==> src/logic/boot_prot_pkg.sv <==
// Package: constants for boot-time protection and configuration loader
package boot_prot_pkg;
	// Configuration byte location and fields
	localparam logic [15:0] CFG_BYTE_NVM_ADDR = 16'h0000;
	localparam logic [7:0] CFG_BYTE_SFR_ADDR = 8'hda;
	localparam logic [7:0] CFG_BYTE_RESET = 8'h00;
	localparam int CFG_NVM_LOCKOUT_BIT = 7;
	localparam int CFG_EEPROM_LOCKOUT_BIT = 6;
	localparam int CFG_RAM_CLEAR_BIT = 5;
	localparam int CFG_EARLY_XTAL_BIT = 4;
	localparam int CFG_AUTORUN_BIT = 1;
	localparam logic [7:0] CFG_USED_MASK = 8'hf2;
	// Chip protection register fields
	localparam logic [7:0] PROT_ADDR = 8'hda;
	localparam logic [7:0] PROT_RESET = 8'h20;
	localparam int PROT_NVM_BIT = 7;
	localparam int PROT_DEBUG_OFF_BIT = 6;
	localparam int PROT_EEPROM_BIT = 4;
	localparam int PROT_NVM_WR_BIT = 3;
	localparam logic [7:0] PROT_WRITABLE_MASK = 8'hdf;
	// Programming levels
	localparam logic [2:0] LEVEL_FACTORY = 3'h1;
	localparam logic [2:0] LEVEL_USER = 3'h3;
	localparam logic [2:0] LEVEL_RUN = 3'h7;
	// Timing: load and settle times in microseconds, clock in MHz, cycle counts derived
	localparam int LOAD_US_PER_KB = 3600;
	localparam int XTAL_SETTLE_US = 10000;
	localparam int CLK_MHZ = 250;
	localparam int LOAD_CYC_PER_KB = LOAD_US_PER_KB * CLK_MHZ;
	localparam int XTAL_SETTLE_CYC = XTAL_SETTLE_US * CLK_MHZ;
	// RAM clear extent
	localparam int IRAM_KEEP_REGS = 8;
endpackage

==> src/logic/nvm_req_if.sv <==
// Interface: byte read channel from the loader to the NVM fetch unit
`timescale 1ns/1ps
`default_nettype none
interface nvm_req_if;
	logic req;
	logic [15:0] addr;
	logic ack;
	logic [7:0] data;
	modport master (output req, output addr, input ack, input data);
	modport slave (input req, input addr, output ack, output data);
endinterface
`default_nettype wire

==> src/logic/boot_retest_protection_control.sv <==
// Boot sequencer: configuration byte fetch, retest lockouts, protection reg
`timescale 1ns/1ps
`default_nettype none
// What this block does
// - Boot reads configuration from an NVM byte
// - Byte fetched from NVM address 0x0000
// - Config bits only ever go 0 to 1
// - No readback path for configuration bits
// - Bit 7 locks NVM on retest
// - Bit 6 locks EEPROM on retest
// - Bit 5 clears RAM on retest
// - Bit 4 enables crystal early, all levels
// - User load timed; oscillator overlaps it
// - User level, bit 1 clear: load, no run
// - User level, bit 1 set: autorun code
// - Boot loads protection register, readable
// - Software writes only set protection bits
// - Retest flags act only at run level
// - RAM clear zeros, keeps factory, low 8
// - EEPROM lockout sets EEPROM protection flag
// - NVM lockout sets protection flag at end
module boot_retest_protection_control #(
	parameter int LOAD_KB = 4,
	parameter int LOAD_CYC_PER_KB = boot_prot_pkg::LOAD_CYC_PER_KB,
	parameter int CODE_RAM_WORDS = 4096,
	parameter int FACTORY_WORDS = 256,
	parameter int IRAM_WORDS = 256
) (
	input wire logic clk_i,
	input wire logic sys_rst_i,
	input wire logic [2:0] prog_level_i,
	input wire logic retest_seq_i,
	input wire logic [7:0] prot_level_seed_i,
	output logic nvm_rd_o,
	output logic [15:0] nvm_addr_o,
	input wire logic nvm_valid_i,
	input wire logic [7:0] nvm_data_i,
	input wire logic sfr_wr_i,
	input wire logic sfr_rd_i,
	input wire logic [7:0] sfr_addr_i,
	input wire logic [7:0] sfr_wdata_i,
	output logic [7:0] sfr_rdata_o,
	output logic [7:0] chip_protection_register_o,
	output logic crystal_oscillator_en_o,
	output logic ram_wr_o,
	output logic ram_sel_iram_o,
	output logic [15:0] ram_addr_o,
	output logic [7:0] ram_wdata_o,
	output logic user_load_busy_o,
	output logic cpu_run_o,
	output logic debug_port_open_o,
	output logic boot_done_o
);
	typedef enum logic [6:0] {
		ST_FETCH = 7'b000_0001,
		ST_WAIT = 7'b000_0010,
		ST_DECIDE = 7'b000_0100,
		ST_CLR_CODE = 7'b000_1000,
		ST_CLR_IRAM = 7'b001_0000,
		ST_LOAD = 7'b010_0000,
		ST_DONE = 7'b100_0000
	} boot_state_t;

	localparam int LOAD_TOTAL = LOAD_KB * LOAD_CYC_PER_KB;

	nvm_req_if req_if ();

	nvm_fetch u_fetch (
		.clk_i(clk_i),
		.sys_rst_i(sys_rst_i),
		.req_if(req_if),
		.nvm_rd_o(nvm_rd_o),
		.nvm_addr_o(nvm_addr_o),
		.nvm_valid_i(nvm_valid_i),
		.nvm_data_i(nvm_data_i)
	);

	boot_state_t state_ff, nxt_state;
	logic [7:0] cfg_ff, nxt_cfg;
	logic [7:0] prot_ff, nxt_prot;
	logic xtal_ff, nxt_xtal;
	logic ram_wr_ff, nxt_ram_wr;
	logic iram_ff, nxt_iram;
	logic [15:0] ram_addr_ff, nxt_ram_addr;
	logic [31:0] cnt_ff, nxt_cnt;
	logic run_ff, nxt_run;
	logic dbg_ff, nxt_dbg;
	logic done_ff, nxt_done;
	logic busy_ff, nxt_busy;
	logic [7:0] rdata_ff, nxt_rdata;
	logic retest_ff, nxt_retest;
	logic [2:0] level_ff, nxt_level;
	logic run_level;

	assign req_if.req = (state_ff == ST_FETCH);
	assign req_if.addr = boot_prot_pkg::CFG_BYTE_NVM_ADDR;
	assign run_level = (level_ff == boot_prot_pkg::LEVEL_RUN);

	always_comb begin
		nxt_state = state_ff;
		nxt_cfg = cfg_ff;
		nxt_prot = prot_ff;
		nxt_xtal = xtal_ff;
		nxt_ram_wr = 1'b0;
		nxt_iram = iram_ff;
		nxt_ram_addr = ram_addr_ff;
		nxt_cnt = cnt_ff;
		nxt_run = run_ff;
		nxt_dbg = dbg_ff;
		nxt_done = done_ff;
		nxt_busy = 1'b0;
		nxt_retest = retest_ff;
		nxt_level = level_ff;
		nxt_rdata = rdata_ff;
		unique case (state_ff)
			ST_FETCH: begin
				nxt_level = prog_level_i;
				nxt_retest = retest_seq_i;
				nxt_state = ST_WAIT;
			end
			ST_WAIT: begin
				if (req_if.ack) begin
					// Reserved bits dropped on capture
					nxt_cfg = req_if.data & boot_prot_pkg::CFG_USED_MASK;
					nxt_state = ST_DECIDE;
				end
			end
			ST_DECIDE: begin
				nxt_xtal = cfg_ff[boot_prot_pkg::CFG_EARLY_XTAL_BIT];
				nxt_prot = prot_ff | prot_level_seed_i;
				nxt_ram_addr = 16'h0000;
				nxt_cnt = 32'h0000_0000;
				if (run_level && retest_ff) begin
					if (cfg_ff[boot_prot_pkg::CFG_EEPROM_LOCKOUT_BIT]) begin
						nxt_prot[boot_prot_pkg::PROT_EEPROM_BIT] = 1'b1;
					end
					if (cfg_ff[boot_prot_pkg::CFG_RAM_CLEAR_BIT]) begin
						nxt_iram = 1'b0;
						nxt_state = ST_CLR_CODE;
					end else begin
						nxt_state = ST_DONE;
					end
				end else if (level_ff == boot_prot_pkg::LEVEL_FACTORY) begin
					nxt_state = ST_DONE;
				end else begin
					nxt_state = ST_LOAD;
				end
			end
			ST_CLR_CODE: begin
				// Zero code/xdata up to the factory region at its top
				nxt_ram_wr = 1'b1;
				if (ram_wr_ff) begin
					if (ram_addr_ff == 16'(CODE_RAM_WORDS - FACTORY_WORDS - 1)) begin
						nxt_iram = 1'b1;
						nxt_ram_wr = 1'b0;
						nxt_ram_addr = 16'(boot_prot_pkg::IRAM_KEEP_REGS);
						nxt_state = ST_CLR_IRAM;
					end else begin
						nxt_ram_addr = ram_addr_ff + 16'h0001;
					end
				end
			end
			ST_CLR_IRAM: begin
				// Register bank 0 is kept
				nxt_ram_wr = 1'b1;
				if (ram_wr_ff) begin
					if (ram_addr_ff == 16'(IRAM_WORDS - 1)) begin
						nxt_ram_wr = 1'b0;
						nxt_state = ST_DONE;
					end else begin
						nxt_ram_addr = ram_addr_ff + 16'h0001;
					end
				end
			end
			ST_LOAD: begin
				nxt_busy = 1'b1;
				if (cnt_ff == 32'(LOAD_TOTAL - 1)) begin
					// Busy lags one cycle, so it covers the full load span
					nxt_state = ST_DONE;
				end else begin
					nxt_cnt = cnt_ff + 32'h0000_0001;
				end
			end
			ST_DONE: begin
				if (!done_ff) begin
					nxt_done = 1'b1;
					if (run_level && retest_ff &&
						cfg_ff[boot_prot_pkg::CFG_NVM_LOCKOUT_BIT]) begin
						nxt_prot[boot_prot_pkg::PROT_NVM_BIT] = 1'b1;
					end
					nxt_dbg = run_level && retest_ff;
					// Autorun only counts at user level
					nxt_run = (level_ff == boot_prot_pkg::LEVEL_USER) &&
						cfg_ff[boot_prot_pkg::CFG_AUTORUN_BIT];
				end
				if (sfr_wr_i && sfr_addr_i == boot_prot_pkg::PROT_ADDR) begin
					nxt_prot = nxt_prot |
						(sfr_wdata_i & boot_prot_pkg::PROT_WRITABLE_MASK);
				end
			end
			default: nxt_state = ST_FETCH;
		endcase
		if (sfr_rd_i) begin
			// Address 0xda shows protection only; config byte has no mirror
			nxt_rdata = (sfr_addr_i == boot_prot_pkg::PROT_ADDR) ?
				prot_ff : 8'h00;
		end
	end

	// Config register never written after capture, so bits cannot drop
	always_ff @(posedge clk_i or posedge sys_rst_i) begin
		if (sys_rst_i) begin
			state_ff <= ST_FETCH;
			cfg_ff <= boot_prot_pkg::CFG_BYTE_RESET;
			prot_ff <= boot_prot_pkg::PROT_RESET;
			xtal_ff <= 1'b0;
			ram_wr_ff <= 1'b0;
			iram_ff <= 1'b0;
			ram_addr_ff <= 16'h0000;
			cnt_ff <= 32'h0000_0000;
			run_ff <= 1'b0;
			dbg_ff <= 1'b0;
			done_ff <= 1'b0;
			busy_ff <= 1'b0;
			rdata_ff <= 8'h00;
			retest_ff <= 1'b0;
			level_ff <= 3'h0;
		end else begin
			state_ff <= nxt_state;
			cfg_ff <= nxt_cfg;
			prot_ff <= nxt_prot;
			xtal_ff <= nxt_xtal;
			ram_wr_ff <= nxt_ram_wr;
			iram_ff <= nxt_iram;
			ram_addr_ff <= nxt_ram_addr;
			cnt_ff <= nxt_cnt;
			run_ff <= nxt_run;
			dbg_ff <= nxt_dbg;
			done_ff <= nxt_done;
			busy_ff <= nxt_busy;
			rdata_ff <= nxt_rdata;
			retest_ff <= nxt_retest;
			level_ff <= nxt_level;
		end
	end

	assign sfr_rdata_o = rdata_ff;
	assign chip_protection_register_o = prot_ff;
	assign crystal_oscillator_en_o = xtal_ff;
	assign ram_wr_o = ram_wr_ff;
	assign ram_sel_iram_o = iram_ff;
	assign ram_addr_o = ram_addr_ff;
	assign ram_wdata_o = 8'h00;
	assign user_load_busy_o = busy_ff;
	assign cpu_run_o = run_ff;
	assign debug_port_open_o = dbg_ff;
	assign boot_done_o = done_ff;
endmodule
`default_nettype wire

==> src/logic/nvm_fetch.sv <==
// NVM fetch unit: one byte per request, read data registered
`timescale 1ns/1ps
`default_nettype none
module nvm_fetch (
	input wire logic clk_i,
	input wire logic sys_rst_i,
	nvm_req_if.slave req_if,
	output logic nvm_rd_o,
	output logic [15:0] nvm_addr_o,
	input wire logic nvm_valid_i,
	input wire logic [7:0] nvm_data_i
);
	logic busy_ff;
	logic nxt_busy;
	logic ack_ff;
	logic nxt_ack;
	logic [7:0] data_ff;
	logic [7:0] nxt_data;
	logic [15:0] addr_ff;
	logic [15:0] nxt_addr;

	always_comb begin
		nxt_busy = busy_ff;
		nxt_ack = 1'b0;
		nxt_data = data_ff;
		nxt_addr = addr_ff;
		if (!busy_ff && req_if.req && !ack_ff) begin
			nxt_busy = 1'b1;
			nxt_addr = req_if.addr;
		end else if (busy_ff && nvm_valid_i) begin
			nxt_busy = 1'b0;
			nxt_ack = 1'b1;
			nxt_data = nvm_data_i;
		end
	end

	always_ff @(posedge clk_i or posedge sys_rst_i) begin
		if (sys_rst_i) begin
			busy_ff <= 1'b0;
			ack_ff <= 1'b0;
			data_ff <= 8'h00;
			addr_ff <= 16'h0000;
		end else begin
			busy_ff <= nxt_busy;
			ack_ff <= nxt_ack;
			data_ff <= nxt_data;
			addr_ff <= nxt_addr;
		end
	end

	assign req_if.ack = ack_ff;
	assign req_if.data = data_ff;
	assign nvm_rd_o = busy_ff;
	assign nvm_addr_o = addr_ff;
endmodule
`default_nettype wire

==> config.mk <==
export PLATFORM = sky130hd
export DESIGN_NAME = boot_retest_protection_control
export DESIGN_NICKNAME = d
export VERILOG_FILES = /design/src/logic/boot_prot_pkg.sv /design/src/logic/nvm_req_if.sv /design/src/logic/boot_retest_protection_control.sv /design/src/logic/nvm_fetch.sv
export SDC_FILE = /design/constraint.sdc
export NUM_CORES = 1
export LEC_CHECK = 0
export BUFFER_PORTS_ARGS = -buffer_cell sky130_fd_sc_hd__buf_2
export CELL_PAD_IN_SITES_DETAIL_PLACEMENT = 0
export CELL_PAD_IN_SITES_GLOBAL_PLACEMENT = 1
export CORE_ASPECT_RATIO = 0.5
export CORE_MARGIN = 5
export CORE_UTILIZATION = 39
export CTS_CLUSTER_SIZE = 12
export DETAILED_ROUTE_END_ITERATION = 8
export GPL_TIMING_DRIVEN = 0
export PLACE_DENSITY_LB_ADDON = 0.1
export REMOVE_ABC_BUFFERS = 1
export SLEW_MARGIN = 5
export SYNTH_ARGS = -nofsm -noshare
export SYNTH_HDL_FRONTEND = slang
export SYNTH_SLANG_ARGS = --single-unit
export TNS_END_PERCENT = 10
==> constraint.sdc <==
create_clock -name clk_i -period 3.62 [get_ports clk_i]
set_input_delay 0.724 -clock clk_i [delete_from_list [all_inputs] [get_ports clk_i]]
set_output_delay 0.724 -clock clk_i [all_outputs]
set_load 0.02 [all_outputs]
# --- Word level (Yosys, flattened, before mapping) ---
# Index checks and enable logic that the tools add are counted.
totals:
  register_bits: 97
  latch_bits: 0
  ramBits: 0
  mem_bits_ro: 0
  out_inout_bits: 64
  n_memories: 0
op_classes:
  addsub: 2
  multipliers: 0
  div_mod_pow: 0
  n_lt_le_gt_ge: 0
  n_eq_ne: 25
  n_shift: 0
  n_mux: 40
  n_bitwise: 5
  n_reduce_logical: 22
ops:
  columns: ["cell", "count"]
  rows:
  - ["2-to-1 mux 16 bit", 4]
  - ["case mux 32 bit (2 select lines)", 1]
  - ["2-to-1 mux 7 bit", 9]
  - ["case mux 7 bit (7 select lines)", 1]
  - ["case mux 16 bit (3 select lines)", 1]
  - ["adder 32 x 1 -> 32 bit (second input constant)", 1]
  - ["equality test 32 x 22 -> 1 bit (second input constant)", 1]
  - ["2-to-1 mux 32 bit", 1]
  - ["inequality test 2 bit (second input constant)", 10]
  - ["2-to-1 mux 1 bit", 18]
  - ["adder 16 x 1 -> 16 bit (second input constant)", 1]
  - ["equality test 16 x 12 -> 1 bit (second input constant)", 1]
  - ["equality test 16 x 8 -> 1 bit (second input constant)", 1]
  - ["2-to-1 mux 8 bit", 2]
  - ["bitwise OR 8 bit", 2]
  - ["case mux 8 bit (2 select lines)", 1]
  - ["AND reduction 2 bit", 5]
  - ["equality test 8 bit (second input constant)", 1]
  - ["nonzero test 2 bit", 4]
  - ["equality test 7 x 1 -> 1 bit (second input constant)", 1]
  - ["equality test 7 x 2 -> 1 bit (second input constant)", 1]
  - ["equality test 7 x 3 -> 1 bit (second input constant)", 1]
  - ["equality test 7 x 4 -> 1 bit (second input constant)", 1]
  - ["equality test 7 x 5 -> 1 bit (second input constant)", 1]
  - ["14 further kinds", 24]

# --- Longest topological paths before layout ---
# Gate-level depths: netlist of the first run.
depth:
  ltp_word: 9
  mapped_depth: 8
  depth_no_buf: 6

# --- By module ---
# From an unflattened synthesis of the first run, not the netlist that was laid out.
hier_totals:
  hier_cells: 506
  hier_area_um2: 5303.8
by_module_without_submodules:
  columns: ["module", "instances", "cells_per_inst", "area_each_um2", "seq_area_each_um2"]
  rows:
  - ["boot_retest_protection_control", 1, 449, 4330.4, 2179.6]
  - ["nvm_fetch", 1, 57, 973.4, 650.6]

# --- Worst setup path after synthesis of the first run ---
# No wires, ideal clock.
synth_path:
  path_type: "register to register"
  start: "reg cnt_ff[12]"
  end: "reg state_ff[4]"
  setup_time_ns: 0.080
  arrival_time_ns: 2.391
  t_required_ns: 3.540
  setup_slack_ns: 1.150
  stages_incl_launch_ff: 7
  synth_period_minus_slack_ns: 2.470
  cell_sequence: "dfrtp_1 or4b_1 or4_4 or3_1 buf_2 a211oi_4 mux2i_1"
synth_between:
  elab_chain_len: 3
synth_rtl:
  columns: ["item", "line", "source"]
  rows:
  - ["start, declared", "boot_retest_protection_control.sv:85", "logic [31:0] cnt_ff, nxt_cnt;"]
  - ["start signal, assigned", "boot_retest_protection_control.sv:236", "cnt_ff <= nxt_cnt;"]
  - ["equality test 32 x 22 -> 1 bit", "boot_retest_protection_control.sv:177", "if (cnt_ff == 32'(LOAD_TOTAL - 1)) begin"]
  - ["inequality test 2 bit (no source line)", null, null]
  - ["AND reduction 7 bit (no source line)", null, null]
  - ["end signal, assigned", "boot_retest_protection_control.sv:229", "state_ff <= nxt_state;"]
  - ["end, declared", "boot_retest_protection_control.sv:78", "boot_state_t state_ff, nxt_state;"]
# Every way passes these cells.
# A chain may end at the register's enable or synchronous reset.

# --- Final worst setup path of the first run ---
layout_path:
  start: "reg state_ff[6]"
  end: "reg cnt_ff[26]"
layout_between:
  elab_chain_len: 3
  elab_cells_between_ends: 6
  cone_classes: "eq/ne: 3; mux: 1; reduce/logical: 2"
layout_rtl:
  columns: ["item", "line", "source"]
  rows:
  - ["equality test 7 x 6 -> 1 bit or equality test 7 x 3 -> 1 bit (tied branches)", "boot_retest_protection_control.sv:115", "unique case (state_ff)"]
  - ["inequality test 2 bit (no source line) or nonzero test 2 bit (tied branches)", null, null]
  - ["AND reduction 2 bit (no source line)", null, null]
# Several ways; a longest one is shown, not always the timed one.

==> results by group, run 1 <==
Floorplan
  • Initial Util: 40.7%
  • DIE HEIGHT: 89.1 µm
  • Row cnt: 28
  • Die Wd: 168 µm
  • Core ar.: 12000 µm²
  • Die footprint: 15000 µm²
  • IO Pins: 105

Worst setup path
  • Startpoint types: register
  • Required @ worst endpoint: 3.88 ns
  • Reg2Reg Setup Slack: 0.53 ns
  • Worst Reg-to-Reg Cells: 5
  • Worst-path fanout max: 18
  • Cells along the critical path: nor3_4 > nand4_1 > or4_1 > or3_1 > a21oi_1
  • Slowest-stage cell, CP: or4_1
  • Max stage delay on crit path: 0.93 ns
  • Critical path capture point type: register
  • Type of the worst setup path: register to register
  • Data arrival time of the critical path: 3.35 ns

STA
  • Final Cycle Share: 85.5%
  • RSZ-0062 raised after global routing: false
  • Relative slew slack: 21.8%
  • Maximum operating frequency: 323 MHz
  • Worst Max-Slew Pin Slew: 1.17 ns
  • Clock period minus worst slack: 3.09 ns
  • Hold slack final: 0.470 ns
  • Final setup skew: 0.00963 ns
  • Final Hold Vio Count: 0
  • Slew Viols, Final: 0
  • Final Setup Violations: 0

Drt
  • Avg Vias per Cell: 5.42
  • Routed Antenna Nets: 0
  • Post-route DRC: 0
  • Via count: 3957
  • Wirelength per Cell: 16.3 µm
  • WL final: 11900 µm
  • Drt first pass iters: 5
  • Starting DRT DRC Count: 318

Clocking
  • Post_cts resized: 0
  • Setup Fix Bufs, Post-CTS: 0
  • CTS sink cnt: 94
  • CTS tree: done
  • Clock buffer count from CTS: 9
  • H-tree levels: 3
  • Clock insertion delay at the later pin of the skew report: 0.35 ns
  • Post-CTS Hold Fix Bufs: 0
  • CTS root buffer: clkbuf_16
  • Clk slew on worst S/H paths: 0.07 ns
  • Max Root-Sink Buffers: 2

Pwr
  • Sequential power share: 44.9%
  • Clk pwr share: 37.0%
  • Leak: 0.00257 µW
  • Psw: 845 µW
  • Sw Ratio: 28.4%
  • Pwr Density: 521 nW/µm²
  • Worst VDD drop: 235 µV
  • Logic pwr share: 18.1%
  • Power Internal: 2120 µW

Global route
  • Pin count of the biggest net entering global routing: 49
  • Initial antenna violation count: 0
  • First-pass GRT wire length: 20200 µm
  • Global route total overflow: 0
  • Tot GR Track Use: 16.6%
  • Vias in the first global route: 3885

Synthesis
  • YS warnings: 0
  • Seq/Total Area, Yosys: 48.2%
  • Largest cells by area after synthesis: dfrtp_1, buf_4, mux2_2
  • Cells after synthesis: 493
  • Dominant cell type by area after synthesis: dfrtp_1
  • Adder-cell share of the synthesized area: 0.512%
  • Post-Syn Area: 4890 µm²
  • Synth Register Bits: 94
  • Complex-gate fraction of the synthesized area: 14.2%
  • Synth top area share: 47.1%
  • Synth unique cells: 59
  • Primary FF master, synth: dfrtp_1
  • Post-synthesis mux area share: 6.15%
  • Post-synth EDFFs: 0
  • Ys async rst share: 100%
  • Mapped Avg Cell Area: 9.91 µm²
  • Main combinational cell family by area after synthesis: simple AND/OR/NAND/NOR gates
  • Simple-gate share of the synthesized area: 22.1%
  • Xor and xnor area share after synthesis: 1.61%

Finish
  • Fin nets: 603
  • Most common cell after layout, fill and taps aside: dfrtp_1
  • Share of cells above drive strength 1: 21.9%
  • Final core utilization: 47.5%
  • Multi-input gate area: 2280 µm²
  • # diodes: 0
  • Most frequent cells in the layout: dfrtp_1, buf_2, nand2_1, nand3_1
  • Reg area: 2350 µm²
  • P&R area growth vs syn: 16.7%
  • Fillers: 1166

Min path
  • Worst hold path class: register to register
  • Hold depth: 2

Placement
  • GPL Wtd Cong: 0.755
  • DP Wirelength: 8380 µm
  • PortBufs: 76

Run status
  • Run status: finished, final reports clean

Job
  • Maxcap violations: 0
==> cell type report <==
type                            instances  share of cell area (%)
Tap cell                              165                    3.62
Timing Repair Buffer                   78                    7.41
Clock inverter                          7                    2.13
Sequential cell                        94                    41.3
Clock buffer                            9                    3.95
Inverter                               24                    1.62
Multi-Input combinational cell        353                    40.0
==> per-layer routing <==
layer / global-route usage (%) / wire length (µm)
met1: 23.2 / 5710
met2: 27.0 / 5650
met3: 3.71 / 484
met4: 3.31 / 74
met5: 0 / 0
==> cells in the mapped netlist, drive strengths merged (2+ instances only) <==
cell type,number
dfrtp,92
nand2,42
buf,27
nand3,26
a21oi,24
inv,23
nor2,20
clkbuf,18
nand4,18
o21ai,17
mux2,16
o31ai,14
or4,14
mux2i,12
nor4,12
o22ai,10
or3,10
and3,9
nand2b,7
nor3,7
xor2,7
a221o,5
and4,5
and4b,5
o41ai,5
o211ai,4
a31oi,3
nand4b,3
o21a,3
o21bai,3
o311ai,3
a211oi,2
a22o,2
dfstp,2
ha,2
nand3b,2
nor3b,2
nor4b,2
o2111ai,2
or4b,2
xnor2,2
==> per-stage QoR <==
stage / power, µW / TNS, ns / instances / instance area, µm² / worst slack [ns]
after global placement: 1890 / -87.90 / 712 / 5300 / -0.929
after CTS: 3000 / 0 / 730 / 5690 / 0.211
after detailed placement: 1900 / 0 / 714 / 5350 / 0.226
after floorplan: 1720 / 0 / 471 / 4710 / 0.451
final: 2970 / 0 / 730 / 5700 / 0.526
after global routing: 3130 / 0 / 730 / 5700 / 0.110
==> critical path, delay by kind of cell, from the launching register on <==
kind / cells / cell delay [ns]
compound gates: 1 / 0.15
flops: 1 / 0.46
simple gates: 4 / 2.39
==> power groups by stage <==
stage | registers, µW | logic (µW) | clock network, µW
2_1_floorplan | 1380 | 345 | 0
3_3_place_gp | 1350 | 534 | 0
3_5_place_dp | 1350 | 545 | 0
4_1_cts | 1330 | 546 | 1120
5_1_grt | 1360 | 606 | 1170
6_report | 1330 | 537 | 1100
==> final timing paths <==
path / from / endpoint
worst max-delay path: state_ff[6]$_DFFE_PP0P_ / cnt_ff[26]$_DFFE_PP0P_
worst min-delay path: cfg_ff[4]$_DFFE_PP0P_ / crystal_oscillator_en_o$_DFFE_PP0N_
worst max register to register: state_ff[6]$_DFFE_PP0P_ / cnt_ff[26]$_DFFE_PP0P_
worst min register to register: cfg_ff[4]$_DFFE_PP0P_ / crystal_oscillator_en_o$_DFFE_PP0N_
max in group asynchronous: sys_rst_i / level_ff[2]$_DFFE_PP0P_
min in group asynchronous: sys_rst_i / sfr_rdata_o[5]$_DFFE_PP0P_
==> state kept, by name, indices dropped and copies added, names as in the netlist, 3 cells and up <==
register                    flops
chip_protection_register_o      8
level_ff                        3
state_ff                        7
cnt_ff                         32
ram_addr_o                     16
cfg_ff                          5
sfr_rdata_o                     8
u_fetch.req_if.data             5
==> kinds of logic (layout without fill, tap and decap cells) <==
kind of cell / after synthesis / after routing
compound gates: 102 / 102
flops: 94 / 94
fa+ha+maj: 2 / 2
buf+inv: 69 / 118
simple gates: 188 / 188
mux: 28 / 28
other cells: 1 / 24
xor+xnor: 9 / 9
No activity file was read; power rests on OpenSTA's default activity.
==> run 2: changes to the inputs <==
--- a/config.mk
+++ b/config.mk
@@ -5,6 +5,7 @@
 export SDC_FILE = /design/constraint.sdc
 export NUM_CORES = 1
 export LEC_CHECK = 0
+export ABC_AREA = 1
 export BUFFER_PORTS_ARGS = -buffer_cell sky130_fd_sc_hd__buf_2
 export CELL_PAD_IN_SITES_DETAIL_PLACEMENT = 0
 export CELL_PAD_IN_SITES_GLOBAL_PLACEMENT = 1
==> results by group, run 2 <==
Run status
  • Run status: finished, final reports clean

Global route
  • Pin count of the biggest net entering global routing: 50 (+2.0%)
  • Vias in the first global route: 5068 (+30%)
  • Tot GR Track Use: 17.9% (+1.3 points)
  • Global route total overflow: 0 (unchanged)
  • First-pass GRT wire length: 25200 µm (+25%)
  • Initial antenna violation count: 0 (unchanged)

STA
  • Relative slew slack: 54.8% (+33 points)
  • Final Worst Setup Slack: 1.18 ns (+0.655 ns)
  • Worst Max-Slew Pin Slew: 0.679 ns (-0.488 ns)
  • Final Setup Violations: 0 (unchanged)
  • Clock period minus worst slack: 2.44 ns (-0.655 ns)
  • Final Cycle Share: 67.4% (-18 points)
  • Slew Viols, Final: 0 (unchanged)
  • Final setup skew: 0.00970 ns (+0.0000706 ns)
  • Maximum operating frequency: 410 MHz (+27%)
  • RSZ-0062 raised after global routing: false
  • Final Hold Vio Count: 0 (unchanged)

Pwr
  • Sw Ratio: 36.7% (+8.3 points)
  • Power Internal: 1950 µW (-8.1%)
  • Leak: 0.00322 µW (+26%)
  • Psw: 1130 µW (+34%)
  • Worst VDD drop: 241 µV (+2.3%)
  • Logic pwr share: 25.9% (+7.8 points)
  • Pwr Density: 473 nW/µm² (-9.2%)
  • Sequential power share: 43.9% (-1.0 points)
  • Clk pwr share: 30.2% (-6.8 points)
  • Tot Pwr: 3090 µW (+4.0%)

Placement
  • PortBufs: 76 (unchanged)
  • Placement Setup Slack: 1.14 ns (+0.914 ns)
  • DP Wirelength: 11300 µm (+35%)
  • Placed cells: 1077 (+51%)
  • GPL Wtd Cong: 0.855 (+13%)

Synthesis
  • YS warnings: 0 (unchanged)
  • Most common cell in the netlist: nand2_1
  • Ys async rst share: 100% (unchanged)
  • Post-Syn Area: 5780 µm² (+18%)
  • Post-synth EDFFs: 0 (unchanged)
  • Synth top cells by count: nand2_1, nand3_1, nor2_1
  • Synth unique cells: 40 (-32%)
  • Mapped Avg Cell Area: 7.06 µm² (-29%)
  • Dominant cell type by area after synthesis: dfrtp_1
  • Primary FF master, synth: dfrtp_1
  • Seq/Total Area, Yosys: 40.8% (-7.4 points)
  • Cells after synthesis: 818 (+66%)
  • Largest cells by area after synthesis: dfrtp_1, nand2_1, nand3_1
  • Synth Register Bits: 94 (unchanged)
  • Synth top area share: 39.8% (-7.3 points)

Clocking
  • Post-CTS Hold Fix Bufs: 0 (unchanged)
  • Max Root-Sink Buffers: 2 (unchanged)
  • Clk slew on worst S/H paths: 0.07 ns (about the same)
  • Clock buffer count from CTS: 9 (unchanged)
  • CTS sink cnt: 94 (unchanged)
  • Clock insertion delay at the later pin of the skew report: 0.34 ns (about the same)
  • Setup Fix Bufs, Post-CTS: 0 (unchanged)
  • H-tree levels: 3 (unchanged)
  • CTS tree: done
  • CTS root buffer: clkbuf_16
  • Post_cts resized: 0 (unchanged)

Floorplan
  • Initial Util: 39.8% (-0.83 points)
  • Die Wd: 182 µm (+8.2%)
  • DIE HEIGHT: 96.1 µm (+7.8%)
  • IO Pins: 105 (unchanged)
  • Row cnt: 31 (+11%)
  • Die footprint: 17500 µm² (+17%)
  • Core ar.: 14500 µm² (+21%)

Finish
  • Fin nets: 933 (+55%)
  • Max FFs per register: 32 (unchanged)
  • Register bank with the most flops: cnt_ff
  • # diodes: 0 (unchanged)
  • Share of cells above drive strength 1: 16.3% (-5.6 points)
  • Most common cell after layout, fill and taps aside: nand2_1
  • Layout Cells excl Fill: 1093 (+50%)
  • P&R area growth vs syn: 13.0%
  • Most frequent cells in the layout: nand2_1, nand3_1, nor2_1, dfrtp_1, buf_2
  • Final core utilization: 45.0% (-2.4 points)

Drt
  • WL final: 15400 µm (+29%)
  • Via count: 5320 (+34%)
  • Wirelength per Cell: 14.1 µm (-14%)
  • Routed Antenna Nets: 0 (unchanged)
  • Starting DRT DRC Count: 217 (-32%)
  • Drt first pass iters: 4 (-1)
  • Avg Vias per Cell: 4.87 (-10%)
  • Post-route DRC: 0 (unchanged)

Worst setup path
  • Type of the worst setup path: register to register
  • Startpoint types: register
  • Worst-path fanout max: 27 (+9)
  • Data arrival time of the critical path: 2.64 ns (-0.71 ns)
  • Required @ worst endpoint: 3.82 ns (-0.06 ns)
  • Critical path capture point type: register

Min path
  • Worst hold path class: primary input to async pin

Job
  • Maxcap violations: 0 (unchanged)
==> run 2: cell count changes in the layout (fill, tap and decap cells not counted), sizes merged, moves of 11 or more <==
cell,delta
inv,+65
o21ai,+27
nand2,+229
o31ai,-12
nor2,+87
mux2i,-12
mux2,-13
nand3,+77
or4,-14
nor4,-11
==> run 2: logic make-up (layout without fill, tap and decap cells) <==
group	after synthesis	count (layout)	synth area share, %
and+or+nand+nor	513	513	38.8
buffers and inverters	125	179	10.4
DFF	94	94	40.8
AOI/OAI and AO/OA	68	68	7.08
xor gates and xnor gates	12	12	1.82
muxes	3	3	0.585
adders and majority gates	2	2	0.433
other	1	24	0.0649
==> run 2: worst paths after layout <==
path	start	endpoint	slack, ns	depth (start not counted)
max reg2reg	state_ff[6]$_DFFE_PP0P_	cnt_ff[28]$_DFFE_PP0P_	1.18	6
max in group asynchronous	sys_rst_i	state_ff[0]$_DFFE_PP1P_	2.46	3
min in group clk_i	crystal_oscillator_en_o$_DFFE_PP0N_	crystal_oscillator_en_o$_DFFE_PP0N_	0.47	2
min	sys_rst_i	cnt_ff[26]$_DFFE_PP0P_	0.46	2
max	state_ff[6]$_DFFE_PP0P_	cnt_ff[28]$_DFFE_PP0P_	1.18	6
min reg2reg	crystal_oscillator_en_o$_DFFE_PP0N_	crystal_oscillator_en_o$_DFFE_PP0N_	0.47	2
==> run 2: metal layers <==
layer  GRT usage, %  share of wire, %  vias up
li1               -                 -     2713
met1           23.8                49     2497
met2           31.1                46       93
met3           3.06               2.9       17
met4           4.12               1.6        0
met5              0                 0        -
==> run 2: worst max-delay path: stages (launching register included) <==
cell and delay, ns:
dfrtp_1 0.43, nor2_1 0.16, nand2_1 0.11, nor2_4 0.52, nand2_4 0.35, nand2_2 0.57, o21ai_0 0.15
==> run 2: through the flow <==
stage               TNS [ns]  instance area (µm²)  hold slack [ns]
finish                     0                 6530            0.462
detailed placement         0                 6240            0.454
global route               0                 6530            0.502
global placement      -84.30                 6210            0.450
floorplan                  0                 5580            0.449
CTS                        0                 6530            0.471
==> run 2: cell type report <==
type,count,area (µm²)
inverters,86,325
multi-input cells,622,2910
fillers,1563,7980
repair buffers,77,408
well taps,198,248
flip-flops and latches,94,2350
clock buffers,9,225
clock inverters,7,63.8
==> run 2: power groups by stage <==
stage                     sequential (µW)  combinational, µW  clock (µW)
final                                1360                799         932
after global routing                 1380                891         993
after CTS                            1360                813         960
after detailed placement             1380                811           0
after global placement               1380                796           0
after floorplan                      1430                488           0
